## config.mk

```make
export PLATFORM = sky130hd
export DESIGN_NAME = fcp_flash_ctrl
export DESIGN_NICKNAME = d
export VERILOG_FILES = /design/src/fcp_pkg.sv /design/src/fcp_addr_map.sv /design/src/fcp_flash_ctrl.sv
export VERILOG_INCLUDE_DIRS = /design/src
export SDC_FILE = /design/constraint.sdc
export NUM_CORES = 1
export LEC_CHECK = 0
export ABC_CLOCK_PERIOD_IN_PS = 5900
export BUFFER_PORTS_ARGS = -buffer_cell sky130_fd_sc_hd__buf_4
export CORE_MARGIN = 1
export CORE_UTILIZATION = 50
export CTS_CLUSTER_DIAMETER = 40
export CTS_CLUSTER_SIZE = 14
export DETAILED_ROUTE_END_ITERATION = 16
export PLACE_DENSITY = 0.74
export SLEW_MARGIN = 20
export SYNTH_ARGS = -nofsm -noshare
export SYNTH_HDL_FRONTEND = slang
export SYNTH_SLANG_ARGS = --single-unit
```

## constraint.sdc

```tcl
create_clock -name clk_i -period 5.9 [get_ports clk_i]
set_clock_uncertainty 0.2 [all_clocks]
set_input_delay 0.885 -clock clk_i [delete_from_list [all_inputs] [get_ports clk_i]]
set_output_delay 0.885 -clock clk_i [all_outputs]
set_load 0.01 [all_outputs]
```

## src/fcp_defines.svh

```systemverilog
`ifndef FCP_DEFINES_SVH
`define FCP_DEFINES_SVH

// ****************************************
// Register byte offsets
// ****************************************
`define FCP_OFS_CMD    8'h00
`define FCP_OFS_ADDR   8'h04
`define FCP_OFS_DATA   8'h08
`define FCP_OFS_PAGE   8'h0C
`define FCP_OFS_GUARD  8'h10
`define FCP_OFS_STAT   8'h14
`define FCP_OFS_CFG    8'h18
`define FCP_OFS_MAP    8'h1C

// ****************************************
// Command codes
// ****************************************
`define FCP_CMD_VERIFY 8'h05
`define FCP_CMD_PROG   8'h20
`define FCP_CMD_SECT   8'h40
`define FCP_CMD_MASS   8'h41

// ****************************************
// Reset values
// ****************************************
`define FCP_GUARD_RST  8'h00
`define FCP_PAGE_RST   8'h38

// ****************************************
// Array geometry
// ****************************************
`define FCP_ERASED     16'hFFFF
`define FCP_LAST_WORD  16'hFFFF
`define FCP_SECT_MASK  17'h1FC00
`define FCP_PAGE_BASE  5'h07
`define FCP_BLK_LOWWIN 3'h5
`define FCP_BLK_LOWPRT 3'h6
`define FCP_BLK_HIPRT  3'h7
`define FCP_BLK_BYTES  17'h04000
`define FCP_LOW_UNIT   17'h00400
`define FCP_HIGH_UNIT  17'h00800

`endif

```

## src/fcp_pkg.sv

```systemverilog
package fcp_pkg;

    typedef enum logic [2:0] {
        ST_IDLE,
        ST_PROG,
        ST_SECT,
        ST_MASS,
        ST_VRD,
        ST_VWAIT,
        ST_VCHK
    } fcp_state_t;

    typedef struct packed {
        logic       guard_open;
        logic       rsv;
        logic       high_range_guard_disable;
        logic [1:0] high_size;
        logic       low_range_guard_disable;
        logic [1:0] low_size;
    } fcp_guard_t;

    typedef struct packed {
        logic prot_viol;
        logic acc_err;
        logic blank;
        logic done;
        logic busy;
    } fcp_status_t;

    typedef struct packed {
        logic        rd;
        logic        prog;
        logic        sect;
        logic        mass;
        logic [16:0] addr;
        logic [15:0] wdata;
    } fcp_array_req_t;

endpackage : fcp_pkg

```

## src/fcp_addr_map.sv

```systemverilog
`timescale 1ns/10ps
`include "fcp_defines.svh"

module fcp_addr_map
    import fcp_pkg::*;
(
    input  wire logic [15:0] cpu_addr_i,
    input  wire logic [7:0]  page_i,
    input  wire logic        low_win_en_i,
    input  fcp_guard_t       guard_i,
    output logic      [16:0] arr_addr_o,
    output logic             map_ok_o,
    output logic             guarded_o
);

    // ****************************************
    // Guarded span in bytes
    // ****************************************
    function automatic logic [16:0] guard_span(input logic [1:0] sz, input logic high);
        guard_span = high ? (`FCP_HIGH_UNIT << sz) : (`FCP_LOW_UNIT << sz);
    endfunction : guard_span

    logic [2:0]  blk;
    logic [16:0] offs;

    always_comb begin
        offs = {3'b000, cpu_addr_i[13:0]};
        case (cpu_addr_i[15:14])
            2'b00: begin
                blk      = `FCP_BLK_LOWWIN;
                map_ok_o = low_win_en_i;
            end
            2'b01: begin
                blk      = `FCP_BLK_LOWPRT;
                map_ok_o = 1'b1;
            end
            2'b10: begin
                blk      = page_i[2:0];
                map_ok_o = (page_i[7:3] == `FCP_PAGE_BASE);
            end
            default: begin
                blk      = `FCP_BLK_HIPRT;
                map_ok_o = 1'b1;
            end
        endcase
        arr_addr_o = {blk, cpu_addr_i[13:0]};
        guarded_o  = 1'b0;
        if (blk == `FCP_BLK_LOWPRT && !guard_i.low_range_guard_disable &&
            offs < guard_span(guard_i.low_size, 1'b0)) begin
            guarded_o = 1'b1;
        end
        if (blk == `FCP_BLK_HIPRT && !guard_i.high_range_guard_disable &&
            offs >= `FCP_BLK_BYTES - guard_span(guard_i.high_size, 1'b1)) begin
            guarded_o = 1'b1;
        end
    end

endmodule : fcp_addr_map

```

## src/fcp_flash_ctrl.sv

```systemverilog
// Local design decisions: the register offsets and the Wishbone interface to the registers.
`timescale 1ns/10ps
`include "fcp_defines.svh"

module fcp_flash_ctrl
    import fcp_pkg::*;
(
    input  wire logic        clk_i,
    input  wire logic        rst_i,
    input  wire logic        wb_cyc_i,
    input  wire logic        wb_stb_i,
    input  wire logic        wb_we_i,
    input  wire logic [7:0]  wb_adr_i,
    input  wire logic [3:0]  wb_sel_i,
    input  wire logic [31:0] wb_dat_i,
    output logic      [31:0] wb_dat_o,
    output logic             wb_ack_o,
    input  wire logic [15:0] array_rdata_i,
    output fcp_array_req_t   array_req_o,
    output logic             busy_o
);

    // ****************************************
    // Byte lane merge
    // ****************************************
    function automatic logic [15:0] lane16(input logic [15:0] old, input logic [31:0] nw,
                                           input logic [3:0] sel);
        lane16[7:0]  = sel[0] ? nw[7:0] : old[7:0];
        lane16[15:8] = sel[1] ? nw[15:8] : old[15:8];
    endfunction : lane16

    fcp_state_t     state_reg,     state_next;
    fcp_status_t    stat_reg,      stat_next;
    fcp_guard_t     flash_guard_register_reg, flash_guard_register_next;
    fcp_array_req_t req_reg,       req_next;
    logic [7:0]     flash_command_code_reg,   flash_command_code_next;
    logic [7:0]     program_page_select_reg,  program_page_select_next;
    logic [15:0]    addr_reg,      addr_next;
    logic [15:0]    wdata_reg,     wdata_next;
    logic [15:0]    idx_reg,       idx_next;
    logic           all_erased_reg, all_erased_next;
    logic           low_win_reg,   low_win_next;
    logic           ack_reg,       ack_next;
    logic [31:0]    dat_reg,       dat_next;
    logic [16:0]    mapped;
    logic           map_ok;
    logic           guarded;
    logic           wr;
    logic           cmd_wr;
    logic           bad_code;
    logic           refused;
    logic           mass_ok;

    // ****************************************
    // Address mapping
    // ****************************************
    fcp_addr_map u_map (
        .cpu_addr_i   (addr_reg),
        .page_i       (program_page_select_reg),
        .low_win_en_i (low_win_reg),
        .guard_i      (flash_guard_register_reg),
        .arr_addr_o   (mapped),
        .map_ok_o     (map_ok),
        .guarded_o    (guarded)
    );

    // ****************************************
    // Bus and command sequencer
    // ****************************************
    always_comb begin
        state_next                = state_reg;
        stat_next                 = stat_reg;
        flash_guard_register_next = flash_guard_register_reg;
        flash_command_code_next   = flash_command_code_reg;
        program_page_select_next  = program_page_select_reg;
        addr_next                 = addr_reg;
        wdata_next                = wdata_reg;
        idx_next                  = idx_reg;
        all_erased_next           = all_erased_reg;
        low_win_next              = low_win_reg;
        req_next                  = '0;
        req_next.addr             = req_reg.addr;
        req_next.wdata            = req_reg.wdata;
        bad_code                  = 1'b0;
        refused                   = 1'b0;
        mass_ok                   = flash_guard_register_reg.low_range_guard_disable &&
                                    flash_guard_register_reg.high_range_guard_disable &&
                                    flash_guard_register_reg.guard_open;
        wr       = wb_cyc_i && wb_stb_i && wb_we_i && ack_reg;
        cmd_wr   = wr && (wb_adr_i == `FCP_OFS_CMD) && wb_sel_i[0];
        ack_next = wb_cyc_i && wb_stb_i && !ack_reg;
        dat_next = 32'h0000_0000;
        if (ack_next) begin
            case (wb_adr_i)
                `FCP_OFS_CMD:   dat_next = {24'h000000, flash_command_code_reg};
                `FCP_OFS_ADDR:  dat_next = {16'h0000, addr_reg};
                `FCP_OFS_DATA:  dat_next = {16'h0000, wdata_reg};
                `FCP_OFS_PAGE:  dat_next = {24'h000000, program_page_select_reg};
                `FCP_OFS_GUARD: dat_next = {24'h000000, flash_guard_register_reg};
                `FCP_OFS_STAT:  dat_next = {27'h0000000, stat_reg};
                `FCP_OFS_CFG:   dat_next = {31'h00000000, low_win_reg};
                `FCP_OFS_MAP:   dat_next = {15'h0000, mapped};
                default:        dat_next = 32'h0000_0000;
            endcase
        end
        // Writes act on the edge that sees ack high
        if (wr) begin
            case (wb_adr_i)
                `FCP_OFS_ADDR: addr_next  = lane16(addr_reg, wb_dat_i, wb_sel_i);
                `FCP_OFS_DATA: wdata_next = lane16(wdata_reg, wb_dat_i, wb_sel_i);
                `FCP_OFS_PAGE: begin
                    if (wb_sel_i[0]) begin
                        program_page_select_next = wb_dat_i[7:0];
                    end
                end
                `FCP_OFS_GUARD: begin
                    if (wb_sel_i[0]) begin
                        flash_guard_register_next     = wb_dat_i[7:0];
                        flash_guard_register_next.rsv = 1'b0;
                    end
                end
                `FCP_OFS_STAT: begin
                    if (wb_sel_i[0]) begin
                        stat_next = stat_reg & ~{wb_dat_i[4:1], 1'b0};
                    end
                end
                `FCP_OFS_CFG: begin
                    if (wb_sel_i[0]) begin
                        low_win_next = wb_dat_i[0];
                    end
                end
                default: begin
                end
            endcase
        end
        // Flags set after the clear so a set wins
        if (cmd_wr) begin
            if (state_reg != ST_IDLE) begin
                stat_next.acc_err = 1'b1;
            end else begin
                flash_command_code_next = wb_dat_i[7:0];
                stat_next.done          = 1'b0;
                case (wb_dat_i[7:0])
                    `FCP_CMD_VERIFY: begin
                        idx_next        = 16'h0000;
                        all_erased_next = 1'b1;
                        stat_next.blank = 1'b0;
                        state_next      = ST_VRD;
                    end
                    `FCP_CMD_PROG, `FCP_CMD_SECT: begin
                        if (!map_ok) begin
                            stat_next.acc_err = 1'b1;
                        end else if (guarded) begin
                            refused             = 1'b1;
                            stat_next.prot_viol = 1'b1;
                        end else if (wb_dat_i[7:0] == `FCP_CMD_PROG) begin
                            req_next.addr  = {mapped[16:1], 1'b0};
                            req_next.wdata = wdata_reg;
                            state_next     = ST_PROG;
                        end else begin
                            req_next.addr = mapped & `FCP_SECT_MASK;
                            state_next    = ST_SECT;
                        end
                    end
                    `FCP_CMD_MASS: begin
                        if (mass_ok) begin
                            state_next = ST_MASS;
                        end else begin
                            refused             = 1'b1;
                            stat_next.prot_viol = 1'b1;
                        end
                    end
                    default: begin
                        bad_code          = 1'b1;
                        stat_next.acc_err = 1'b1;
                    end
                endcase
            end
        end
        case (state_reg)
            ST_IDLE: begin
            end
            ST_PROG: begin
                req_next.prog  = 1'b1;
                stat_next.done = 1'b1;
                state_next     = ST_IDLE;
            end
            ST_SECT: begin
                req_next.sect  = 1'b1;
                stat_next.done = 1'b1;
                state_next     = ST_IDLE;
            end
            ST_MASS: begin
                req_next.mass  = 1'b1;
                stat_next.done = 1'b1;
                state_next     = ST_IDLE;
            end
            ST_VRD: begin
                req_next.rd   = 1'b1;
                req_next.addr = {idx_reg, 1'b0};
                state_next    = ST_VWAIT;
            end
            ST_VWAIT: begin
                state_next = ST_VCHK;
            end
            ST_VCHK: begin
                if (array_rdata_i != `FCP_ERASED) begin
                    all_erased_next = 1'b0;
                end
                if (idx_reg == `FCP_LAST_WORD) begin
                    stat_next.blank = all_erased_reg &&
                                      (array_rdata_i == `FCP_ERASED);
                    stat_next.done  = 1'b1;
                    state_next      = ST_IDLE;
                end else begin
                    idx_next   = idx_reg + 16'h0001;
                    state_next = ST_VRD;
                end
            end
            default: begin
                state_next = ST_IDLE;
            end
        endcase
        stat_next.busy = (state_next != ST_IDLE);
    end

    always_ff @(posedge clk_i or posedge rst_i) begin
        if (rst_i) begin
            state_reg                <= ST_IDLE;
            stat_reg                 <= '0;
            flash_guard_register_reg <= `FCP_GUARD_RST;
            flash_command_code_reg   <= 8'h00;
            program_page_select_reg  <= `FCP_PAGE_RST;
            addr_reg                 <= 16'h0000;
            wdata_reg                <= 16'h0000;
            idx_reg                  <= 16'h0000;
            all_erased_reg           <= 1'b0;
            low_win_reg              <= 1'b0;
            req_reg                  <= '0;
            ack_reg                  <= 1'b0;
            dat_reg                  <= 32'h0000_0000;
        end else begin
            state_reg                <= state_next;
            stat_reg                 <= stat_next;
            flash_guard_register_reg <= flash_guard_register_next;
            flash_command_code_reg   <= flash_command_code_next;
            program_page_select_reg  <= program_page_select_next;
            addr_reg                 <= addr_next;
            wdata_reg                <= wdata_next;
            idx_reg                  <= idx_next;
            all_erased_reg           <= all_erased_next;
            low_win_reg              <= low_win_next;
            req_reg                  <= req_next;
            ack_reg                  <= ack_next;
            dat_reg                  <= dat_next;
        end
    end

    assign wb_ack_o    = ack_reg;
    assign wb_dat_o    = dat_reg;
    assign array_req_o = req_reg;
    assign busy_o      = stat_reg.busy;
endmodule : fcp_flash_ctrl

```

==> results.txt <==
* Placement row count: 40
- The synthesized design contains 0 enable-type register cells.
- Die Y-Extent: roughly 110 um
- Mapped cell area: about 0.0062 sq mm
- Die Area: about 0.013 sq mm
- # Max-Cap Violations: 0
- Arrival @ worst endpoint: 3680 ps
- Clock transition at the registers of the reported paths: ~60 ps
- The critical path is of the flip-flop to flip-flop type.
- Achievable Freq: 0.280 GHz
- Max-slew violation count: 0
- After global routing the overflow that remains totals 0.
* Leakage component of the power: about 3.7 nW
- The final layout contains routed wiring with a total length of roughly 16 mm.
* Commonest non-fill, non-tap cells in the layout: sky130_fd_sc_hd__dfrtp_1 (132), sky130_fd_sc_hd__buf_4 (108), sky130_fd_sc_hd__mux2_2 (65)
- In the synthesized netlist the dominant register cell turns out to be sky130_fd_sc_hd__dfrtp_1.
- The filler cells instantiated in the layout total approximately 940.
- Critical path buffer and inverter count: 1
- After synthesis the netlist holds a flip-flop and latch count of 135.
- Dividing total power by cell area gives a power density of roughly 270 mW/mm^2.
- Initial cell density of the core: ~52%
- Highest-delay cell along the critical path: sky130_fd_sc_hd__and3_1
- Fraction of layout cells with a size suffix above 1: roughly a third
* Drt drc: 0
* Post-route worst setup slack: between 2000 and 2500 ps
* Final period utilization: between 60 and 70%
* Launch point of the worst reg-to-reg path: flash_guard_register_reg[0]
* Clock buffer depth: 2
- TritonCTS built the clock tree.
* Crit path required time: around 6000 ps
- Async S/R FF share, synth: 100%
* Cells taking the most area after synthesis: sky130_fd_sc_hd__dfrtp_1 (53%), sky130_fd_sc_hd__mux2_2 (12%), sky130_fd_sc_hd__nand2_1 (3.5%), sky130_fd_sc_hd__a221o_1 (2.6%), sky130_fd_sc_hd__and3_1 (2.3%)
- CP max FO: 17
- After the flow finishes, the layout carries non-filler instances totaling 824.
- Synthesized area per cell: between 10 and 15 sq um
* Largest register FFs: 36
* Worst Hold Launch: wb_ack_o
- After clock tree synthesis, the flow added hold-fix buffers numbering 0.
- Broken down by cell family, the worst path's largest delay share belongs to simple AND/OR/NAND/NOR gates.
- Final-report setup violation count: 0
- Destination of the worst hold path: wb_ack_o
* RSZ-0062 raised after global routing: false
* Routability Congestion: around 0.9
- Measured against its own limit, the worst slew margin works out to a little under two fifths.
- The via count of the first global-routing pass is 4835.
- Category of the worst setup path capture point: flip-flop
* Top Ports: ~140
- Commonest non-fill, non-tap cell in the layout: sky130_fd_sc_hd__dfrtp_1
- Post-CTS repair changed the size of 0 cells.
* Top-area cell type share of the netlist area: 53.0%
* Port buffer count: 101
* Global-route usage over all layers: 25.9%
- Counting instances, the worst hold path has a depth of 1.
* Top cell type by total area after synthesis: sky130_fd_sc_hd__dfrtp_1
- Global routing consumed, on the met3 layer, under 10% of the routing resources.
* Vias: around 4.9k
* Maximum ir drop on the vdd rail: approximately 0.15 mV
* Total number of clock tree sinks: between 100 and 150
* Avg WL per Cell: approximately 19 um
* Final critical delay including setup and external delays: 3580 ps
- Met1 track utilization from global routing: 33.6%
* Post-DP HPWL: ~11 mm
- Global-route wire length before repair: about 25 mm
* Post-CTS setup repair buffer count: 0
- Dividing the detail-routed via count by the number of cells gives between 5 and 6.
- R2R Setup Slk: between 2000 and 2500 ps
- OpenSTA, run right after detailed placement, puts the worst setup slack at around 2000 ps.
- Capturing point of the worst reg2reg path: array_req_o[12]
- Fin nets: roughly 720
* Num CTS Buffers: 17
- Layout area overhead: 23.4%
- For this run, the slowest stage of the critical path takes around 680 ps.
* Total negative slack for setup checks: 0 ps
* Global-route layer with the greatest usage: met2
* Number of H-tree levels: 4
- The flow ran to the end, and the final reports show no timing, DRC or antenna violations.
- The detail route stage leaves a number of antenna-violating nets equal to 0.
- Antenna diode count: 0
- DR iter-0 viols: 354
- Floorplan die width: 114 um
- Min-delay worst type: flip-flop to flip-flop
- The worst setup path is launched from a flip-flop.
- Placeable core region: 0.0121 sq mm
- Including well taps, the total number of placed cells is slightly below 800.
- The tree is rooted in a sky130_fd_sc_hd__clkbuf_16.
- Total power consumption of the routed design: ~2.1 mW
* Synth unique cells: between 50 and 60
- Routing usage on met2: about two fifths
* Final hold violations: 0
- Before antenna repair, the detailed router went through 5 iterations.
* Critical path, cell by cell: or2_2, ha_1, o21ai_0, a21o_1, a32oi_1, and3_1, buf_4, mux2_2
- After synthesis, flip-flops and latches occupy ~54% of the total area.
- Cells fill between 60% and 70% of the core in the end.
- Tightest Pin Transition: ~940 ps
- Antenna violations before repair: 0
* R2R cell count: 8
- At the later pin of the worst-skew pair, clock insertion delay measures 420 ps.
- Entering global routing, the biggest net connects 70 pins.
- Synthesis handed over a netlist of around 540 instances.
- The Yosys step of the flow raised 0 warnings.
==> report_power, final <==
part | internal [mW] | leakage (nW) | total (mW) | switching (mW)
Sequential | 0.928 | 1.70 | 0.929 | 0.00108
Clock | 0.684 | 0.284 | 1.08 | 0.395
Combinational | 0.0253 | 1.66 | 0.0692 | 0.0439
==> layout make-up <==
type	instances	area [sq um]	area share [%]
repair buffers	108	811	10.5
well taps	168	210	2.73
multi-input cells	376	2670	34.6
clock buffers	20	457	5.93
flip-flops and latches	135	3380	43.9
inverters	5	21.3	0.276
clock inverters	12	151	1.97
==> worst max-delay path by stage <==
stage,depth (start not counted),slack [ps],endpoint,from
after floorplan,1,1210,addr_reg[0],rst_i
after global placement,7,2190,wdata_reg[2],wb_adr_i[5]
after detailed placement,7,2030,wdata_reg[2],wb_adr_i[5]
after CTS,8,2360,array_req_o[12],flash_guard_register_reg[0]
after global routing,7,2210,wdata_reg[2],wb_adr_i[5]
final,8,2320,array_req_o[12],flash_guard_register_reg[0]
==> cells in the mapped netlist, drive strengths merged (6+ instances only) <==
cell type and number:
ha 8, a22oi 10, nand3 20, mux2 65
buf 24, nor2b 6, nor3 14, o21ai 13
and2 6, clkbuf 16, dfrtp 132, and3 23
nand2b 7, nor2 24, nand2 59, a21oi 12
nand4 10, a221o 16, a222oi 13
==> per-stage QoR <==
stage	area, sq um	hold WS, ps
2_1_floorplan	6290	245
3_3_place_gp	7090	247
3_5_place_dp	7090	256
4_1_cts	7700	267
5_1_grt	7700	284
6_report	7700	261
==> logic make-up (layout without fill, tap and decap cells) <==
group / after synthesis / after routing / synth area share [%]
muxes: 70 / 70 / 12.5
AOI/OAI and AO/OA: 85 / 85 / 10.5
xor gates and xnor gates: 6 / 6 / 0.843
buffers and inverters: 45 / 145 / 3.93
DFF: 135 / 135 / 54.2
other: 1 / 16 / 0.0601
and+or+nand+nor: 191 / 191 / 16.3
adders and majority gates: 8 / 8 / 1.60
==> metal layers <==
metal	wire length, um	up-vias
met5	0	-
met4	341	0
met3	1220	35
met2	7660	245
met1	6510	2399
li1	-	2183
(Power assumes the default switching activity.)
